$ cat config.mk
export PLATFORM = sky130hd
export DESIGN_NAME = dmofd_top
export DESIGN_NICKNAME = d
export VERILOG_FILES = /design/src/core/dmofd_top.v /design/src/core/dmofd_ind_dec.v
export VERILOG_INCLUDE_DIRS = /design/src /design/src/core
export SDC_FILE = /design/constraint.sdc
export NUM_CORES = 1
export LEC_CHECK = 0
export BUFFER_PORTS_ARGS = -buffer_cell sky130_fd_sc_hd__buf_2
export CAP_MARGIN = 20
export CORE_MARGIN = 1
export CORE_UTILIZATION = 30
export CTS_CLUSTER_DIAMETER = 50
export DETAILED_ROUTE_END_ITERATION = 8
export SLEW_MARGIN = 15
export SYNTH_ARGS = -nofsm -noshare
export SYNTH_HDL_FRONTEND = slang
export SYNTH_SLANG_ARGS = --single-unit
export TNS_END_PERCENT = 30
$ cat constraint.sdc
create_clock -name clk_sys -period 1.01 [get_ports clk_sys]
set_input_delay 0.2525 -clock clk_sys [delete_from_list [all_inputs] [get_ports clk_sys]]
set_output_delay 0.2525 -clock clk_sys [all_outputs]
set_load 0.005 [all_outputs]
$ cat src/core/dmofd_map.vh
// Field positions, selector codes and reset values for the data-move operand decoder
`ifndef DMOFD_MAP_VH
`define DMOFD_MAP_VH
`define DMOFD_LOW_IMM_LSB      0
`define DMOFD_LOW_IMM_MSB      15
`define DMOFD_UPPER_BYTE_LSB   21
`define DMOFD_UPPER_BYTE_MSB   28
`define DMOFD_DIR_BIT          24
`define DMOFD_REV_BIT          10
`define DMOFD_PTR_LSB          5
`define DMOFD_PTR_MSB          9
`define DMOFD_IND_LSB          0
`define DMOFD_IND_MSB          4
`define DMOFD_PTR_DIRECT       5'h00
`define DMOFD_SEL_IN_BUF       5'h04
`define DMOFD_SEL_OUT_BUF      5'h05
`define DMOFD_SEL_PAR_DATA     5'h06
`define DMOFD_SEL_PAR_PTR      5'h0E
`define DMOFD_SEL_PAR_DATA2    5'h14
`define DMOFD_SEL_PAR_INT      5'h16
`define DMOFD_SEL_CTRL_WORD    5'h1E
`define DMOFD_SEL_DEBUG        5'h0A
`define DMOFD_IND_ZERO         5'h10
`define DMOFD_IND_STEP_DOWN    5'h16
`define DMOFD_IND_STEP_UP      5'h17
`define DMOFD_RST_WORD         32'h00000000
`define DMOFD_RST_FLAG         1'b0
`define DMOFD_RST_LOW_IMM      16'h0000
`define DMOFD_RST_UPPER_BYTE   8'h00
`define DMOFD_RST_IMM24        24'h000000
`define DMOFD_RST_PTR_NUM      5'h00
`endif

$ cat src/core/dmofd_top.v
// Operand field decoder for data-move and immediate instructions
// Notes on behaviour
// - Reverse flag: 0 normal, 1 bit-reversed update
// - Low field is 16-bit data or address
// - Upper byte is top 8 of 24
// - Immediate is upper byte over low field
// - Direct selector valid only when pointer zero
// - Direct selector codes map to I/O registers
// - Direction: 0 memory to register, 1 reverse
`timescale 1ns/1ps
`default_nettype none
`include "dmofd_map.vh"
module dmofd_top
(
  input  wire        clk_sys,
  input  wire        rst_n,
  input  wire        insn_valid,
  input  wire [31:0] insn_word,
  output reg         dec_valid,
  output reg         bit_reversed,
  output reg         to_memory,
  output reg  [15:0] low_imm,
  output reg  [7:0]  upper_immediate_byte,
  output reg  [23:0] imm24,
  output reg         direct_mode,
  output reg         sel_in_buf,
  output reg         sel_out_buf,
  output reg         sel_par_data,
  output reg         sel_par_ptr,
  output reg         sel_second_parallel_data_reg,
  output reg         sel_par_int,
  output reg         sel_ctrl_word,
  output reg         sel_debug,
  output reg         sel_reserved,
  output reg  [4:0]  ptr_num,
  output reg         ptr_zero,
  output reg         ptr_step_down,
  output reg         ptr_step_up,
  output reg         ptr_reserved
);
  wire [4:0]  ptr_field;
  wire [4:0]  ind_field;
  wire [4:0]  ind_num;
  wire        ind_zero;
  wire        ind_down;
  wire        ind_up;
  wire        ind_res;
  wire        next_direct;
  wire [6:0]  dir_hit;
  reg         next_dec_valid;
  reg         next_bit_reversed;
  reg         next_to_memory;
  reg  [15:0] next_low_imm;
  reg  [7:0]  next_upper_byte;
  reg  [23:0] next_imm24;
  reg         next_direct_mode;
  reg         next_sel_in_buf;
  reg         next_sel_out_buf;
  reg         next_sel_par_data;
  reg         next_sel_par_ptr;
  reg         next_sel_par_data2;
  reg         next_sel_par_int;
  reg         next_sel_ctrl_word;
  reg         next_sel_debug;
  reg         next_sel_reserved;
  reg  [4:0]  next_ptr_num;
  reg         next_ptr_zero;
  reg         next_ptr_step_down;
  reg         next_ptr_step_up;
  reg         next_ptr_reserved;
  genvar      gi;
  assign ptr_field = insn_word[`DMOFD_PTR_MSB:`DMOFD_PTR_LSB];
  assign ind_field = insn_word[`DMOFD_IND_MSB:`DMOFD_IND_LSB];
  assign next_direct = (ptr_field == `DMOFD_PTR_DIRECT);

  // Same bits serve pointer or direct selector, decoded both ways
  dmofd_ind_dec u_ind
  (
    .code      (ind_field),
    .ptr_num   (ind_num),
    .is_zero   (ind_zero),
    .step_down (ind_down),
    .step_up   (ind_up),
    .reserved  (ind_res)
  );

  function sel_hit;
    input [4:0] code;
    input [4:0] want;
    input       direct;
    begin
      sel_hit = direct && (code == want);
    end
  endfunction

  // Packed select codes, in the order of the select outputs
  localparam [34:0] DIR_CODES = {`DMOFD_SEL_IN_BUF,
                                 `DMOFD_SEL_OUT_BUF,
                                 `DMOFD_SEL_PAR_DATA,
                                 `DMOFD_SEL_PAR_PTR,
                                 `DMOFD_SEL_PAR_DATA2,
                                 `DMOFD_SEL_PAR_INT,
                                 `DMOFD_SEL_CTRL_WORD};

  // One comparator per I/O register keeps the reserved test exact
  generate
    for (gi = 0; gi < 7; gi = gi + 1)
    begin : g_dir
      assign dir_hit[gi] = sel_hit(ind_field, DIR_CODES[gi*5 +: 5], next_direct);
    end
  endgenerate

  always @*
  begin
    next_dec_valid     = insn_valid;
    next_bit_reversed  = insn_word[`DMOFD_REV_BIT];
    next_to_memory     = insn_word[`DMOFD_DIR_BIT];
    next_low_imm       = insn_word[`DMOFD_LOW_IMM_MSB:`DMOFD_LOW_IMM_LSB];
    next_upper_byte    = insn_word[`DMOFD_UPPER_BYTE_MSB:`DMOFD_UPPER_BYTE_LSB];
    next_imm24         = {next_upper_byte, next_low_imm};
    next_direct_mode   = next_direct;

    next_sel_in_buf    = dir_hit[6];
    next_sel_out_buf   = dir_hit[5];
    next_sel_par_data  = dir_hit[4];
    next_sel_par_ptr   = dir_hit[3];
    next_sel_par_data2 = dir_hit[2];
    next_sel_par_int   = dir_hit[1];
    next_sel_ctrl_word = dir_hit[0];
    // Debug slot flagged apart so software misuse is visible
    next_sel_debug     = sel_hit(ind_field, `DMOFD_SEL_DEBUG, next_direct);
    next_sel_reserved  = next_direct && !(|dir_hit);

    // Indirect outputs stay quiet whenever the pointer field is zero (direct mode), whatever the selector code
    next_ptr_num       = 5'h00;
    next_ptr_zero      = 1'b0;
    next_ptr_step_down = 1'b0;
    next_ptr_step_up   = 1'b0;
    next_ptr_reserved  = 1'b0;
    if (!next_direct)
    begin
      next_ptr_num       = ind_num;
      next_ptr_zero      = ind_zero;
      next_ptr_step_down = ind_down;
      next_ptr_step_up   = ind_up;
      next_ptr_reserved  = ind_res;
    end
  end

  always @(posedge clk_sys or negedge rst_n)
  begin
    if (!rst_n)
    begin
      dec_valid            <= `DMOFD_RST_FLAG;
      bit_reversed         <= `DMOFD_RST_FLAG;
      to_memory            <= `DMOFD_RST_FLAG;
      low_imm              <= `DMOFD_RST_LOW_IMM;
      upper_immediate_byte <= `DMOFD_RST_UPPER_BYTE;
      imm24                <= `DMOFD_RST_IMM24;
    end
    else
    begin
      // Fields latch every cycle; dec_valid qualifies them
      dec_valid            <= next_dec_valid;
      bit_reversed         <= next_bit_reversed;
      to_memory            <= next_to_memory;
      low_imm              <= next_low_imm;
      upper_immediate_byte <= next_upper_byte;
      imm24                <= next_imm24;
    end
  end

  always @(posedge clk_sys or negedge rst_n)
  begin
    if (!rst_n)
    begin
      direct_mode                  <= `DMOFD_RST_FLAG;
      sel_in_buf                   <= `DMOFD_RST_FLAG;
      sel_out_buf                  <= `DMOFD_RST_FLAG;
      sel_par_data                 <= `DMOFD_RST_FLAG;
      sel_par_ptr                  <= `DMOFD_RST_FLAG;
      sel_second_parallel_data_reg <= `DMOFD_RST_FLAG;
      sel_par_int                  <= `DMOFD_RST_FLAG;
      sel_ctrl_word                <= `DMOFD_RST_FLAG;
      sel_debug                    <= `DMOFD_RST_FLAG;
      sel_reserved                 <= `DMOFD_RST_FLAG;
    end
    else
    begin
      direct_mode                  <= next_direct_mode;
      sel_in_buf                   <= next_sel_in_buf;
      sel_out_buf                  <= next_sel_out_buf;
      sel_par_data                 <= next_sel_par_data;
      sel_par_ptr                  <= next_sel_par_ptr;
      sel_second_parallel_data_reg <= next_sel_par_data2;
      sel_par_int                  <= next_sel_par_int;
      sel_ctrl_word                <= next_sel_ctrl_word;
      sel_debug                    <= next_sel_debug;
      sel_reserved                 <= next_sel_reserved;
    end
  end

  always @(posedge clk_sys or negedge rst_n)
  begin
    if (!rst_n)
    begin
      ptr_num       <= `DMOFD_RST_PTR_NUM;
      ptr_zero      <= `DMOFD_RST_FLAG;
      ptr_step_down <= `DMOFD_RST_FLAG;
      ptr_step_up   <= `DMOFD_RST_FLAG;
      ptr_reserved  <= `DMOFD_RST_FLAG;
    end
    else
    begin
      ptr_num       <= next_ptr_num;
      ptr_zero      <= next_ptr_zero;
      ptr_step_down <= next_ptr_step_down;
      ptr_step_up   <= next_ptr_step_up;
      ptr_reserved  <= next_ptr_reserved;
    end
  end
endmodule
`default_nettype wire

$ cat src/core/dmofd_ind_dec.v
// Register-indirect selector decoder
`timescale 1ns/1ps
`default_nettype none
`include "dmofd_map.vh"
module dmofd_ind_dec
(
  input  wire [4:0] code,
  output reg  [4:0] ptr_num,
  output reg        is_zero,
  output reg        step_down,
  output reg        step_up,
  output reg        reserved
);
  always @*
  begin
    ptr_num   = 5'h00;
    is_zero   = 1'b0;
    step_down = 1'b0;
    step_up   = 1'b0;
    reserved  = 1'b0;
    // Pointer numbering skips pc slot, hence the offset ranges
    if (code >= 5'h01 && code <= 5'h0E)
      ptr_num = code;
    else if (code >= 5'h11 && code <= 5'h15)
      ptr_num = code - 5'h02;
    else if (code == 5'h18 || code == 5'h19)
      ptr_num = code - 5'h04;
    else if (code == 5'h1D)
      ptr_num = 5'h16;
    else if (code == `DMOFD_IND_ZERO)
      is_zero = 1'b1;
    else if (code == `DMOFD_IND_STEP_DOWN)
      step_down = 1'b1;
    else if (code == `DMOFD_IND_STEP_UP)
      step_up = 1'b1;
    else
      reserved = 1'b1;
  end
endmodule
`default_nettype wire

==> results by group <==
Timing
  – Count of final hold-check violations: 0
  – Hold WS: roughly 0.064 ns
  – Setup repair after global routing missed its margin: true
  – Endpoints failing setup: 89
  – Max-slew violation count: 0
  – Slew headroom: 0.792
  – Fmax: 0.722 GHz
  – Final period util: 1.37
  – Worst-margin pin slew: around 0.31 ns
  – Setup ws final: -0.376 ns
  – Final min period: 1.39 ns

Routing
  – Routed Antenna Nets: 0
  – DR pass1 iterations: 4
  – Starting DRC count in detailed routing: 26
  – Final WL: 4820 um
  – Drt wl/cell: ~14 um
  – DRC errors left: 0
  – Total number of vias: between 1500 and 2000
  – Vias/cell: around 4.7

Logic synthesis
  – Largest cells by area after synthesis: dfrtp_1, buf_4, ha_1
  – Area share of the largest cell type after synthesis: 0.575
  – Area of the mapped netlist: 1920 um2
  – Syn_nets: 203
  – Largest area contributor in the netlist: dfrtp_1
  – Seq/Total Area, Yosys: 0.575
  – Yosys Warn Count: 0
  – Syn_area_per_cell: 12.0 um2
  – Gate count of the mapped netlist: 160
  – #FFs+latches synth: 44
  – Count of unique library cells instantiated by Yosys: 39

Placement
  – Port Buffer Count: between 90 and 100
  – Post-DP HPWL: 3520 um
  – GPL Wtd Cong: 0.877

Finish
  – Commonest non-fill, non-tap cell in the layout: buf_2
  – Most frequent cells in the layout: buf_2, dfrtp_1, buf_4, buf_6
  – Area grow syn2layout: 55.5%
  – Filler Cells Inserted: 543
  – Most flops, register: imm24
  – Reg area: approximately 1100 um2
  – Max reg flops: 24
  – Diode count: 0
  – Final nets: between 300 and 400
  – Final Util: 0.494
  – Share of cells above drive strength 1: 0.661
  – Area occupied by multi-input gates: a little under 800 um2
  – Biggest regs: imm24 (24), ptr_num (5)

Global route
  – GRT Total Usage: 0.150
  – First-pass GRT wire length: between 7000 and 8000 um
  – Vias in the first global route: around 1500
  – Overflow left after global routing: 0
  – Largest net degree at the start of global routing: 45
  – Antenna violations before repair: 0

Clock network
  – Htree depth: 2
  – Reg clk slew, reported paths: about 0.080 ns
  – Total CTS buffers: 5
  – Root Driver: clkbuf_8
  – CTS sink cnt: 44
  – Max Root-Sink Buffers: 2
  – TritonCTS clock tree: done

Job
  – Max-Cap Viols: 0

Critical path
  – Kind of critical path: in2reg
  – Startpoint type of the worst setup path: input pin
  – Crit Path Max Fanout: 4
  – Critical Path AT: 1.61 ns
  – End point of the critical path: ptr_num[2]
  – CP startpoint: insn_word[1]
  – Kind of end point of the critical path: flop
  – Worst Path Required: approximately 1.2 ns

Floorplan
  – Die width: approximately 82 um
  – IO Pins: around 110
  – Number of core rows: 28
  – Core footprint: roughly 6000 um2
  – Die H: about 80 um
  – Initial core utilization: 0.318
  – Die area: 6710 um2

Power and ir drop
  – Leak pwr: between 0.001 and 0.0015 uW
  – Max VDD drop: between 0.5 and 0.6 mV
  – Pwr dens: ~1300 nW/um2

Run status
  – Failing checks: negative setup slack
  – Status: finished, violations left

Worst hold path
  – Class of the worst hold path: in2reg
## Yosys cell counts (all sizes together)
cell type,instances
nand3,1
and3b,1
buf,30
nor3b,2
nand2,4
or4,1
nor3,5
nor2,2
o21a,1
nor4,3
o221ai,1
nor2b,2
or4b,1
o211a,1
nand2b,5
clkinv,1
inv,6
a311o,1
a211o,2
mux2,1
a2111oi,1
o311a,1
a21oi,10
nand3b,3
or2,2
ha,8
nand4b,2
o32ai,1
and2,5
a31oi,3
nor4b,1
dfrtp,44
a211oi,1
clkbuf,2
o21ai,5
## worst max-delay path: stages
cell and delay (ns):
buf_12 0.09, inv_8 0.03, ha_4 0.15, a211o_1 0.27, a211o_1 0.35, buf_6 0.14, o32ai_2 0.18, nand2b_1 0.14
## worst min-delay path by stage
stage	startpoint	slack (ns)	endpoint	depth (start not counted)
after global routing	insn_word[21]	0.04	imm24[16]	1
final	insn_valid	0.06	dec_valid	1
after global placement	rst_n	0.25	imm24[19]	2
after floorplan	rst_n	-0.04	dec_valid	0
after detailed placement	rst_n	0.25	imm24[19]	2
after CTS	insn_word[9]	0.05	imm24[9]	1
## layer usage
metal	up-vias	wire length [um]	track usage
met5	-	0	0
met2	83	2360	0.255
met4	0	37	0.0526
met3	4	434	0.0378
met1	773	1990	0.181
li1	750	-	-
## what timing repair did
action                                  CTS  global route
endpoints found under the setup margin   89            89
hold buffers                              1             0
gates resized for setup                  40            17
setup buffers                             4             2
hold endpoints to repair                 44             0
pin swaps                                19            10
## power breakdown
group | switching (uW) | internal [uW]
clock network | 570 | 734
registers | 26.1 | 1830
logic | 322 | 330
## cells by family (layout without fill, tap and decap cells)
group           Yosys count  count (layout)  synth area share
buf+inv                  39             150             0.136
fa+ha+maj                 8               8            0.0523
compound gates           28              28            0.0954
simple gates             40              40             0.136
flops                    44              44             0.575
mux                       1               1           0.00588
## stage by stage
step | cells | worst slack [ns] | TNS, ns | total power (uW) | instance area, um2
after floorplan | 160 | -0.599 | -7.92 | 2180 | 1990
after global placement | 333 | -0.759 | -13.00 | 2440 | 2570
after detailed placement | 333 | -0.791 | -13.68 | 2450 | 2570
after CTS | 345 | -0.328 | -7.97 | 3850 | 2880
after global routing | 346 | -0.420 | -11.13 | 4050 | 2980
final | 346 | -0.376 | -7.13 | 3820 | 2980
## area by class of cell
type / instances / area share
clock buffer: 6 / 0.0244
clock inverter: 2 / 0.0118
inverter: 7 / 0.0155
multi-input combinational: 77 / 0.262
sequential: 44 / 0.370
tap: 75 / 0.0315
timing repair buffer: 135 / 0.285
Note: power is estimated with default switching activity, not from simulation.
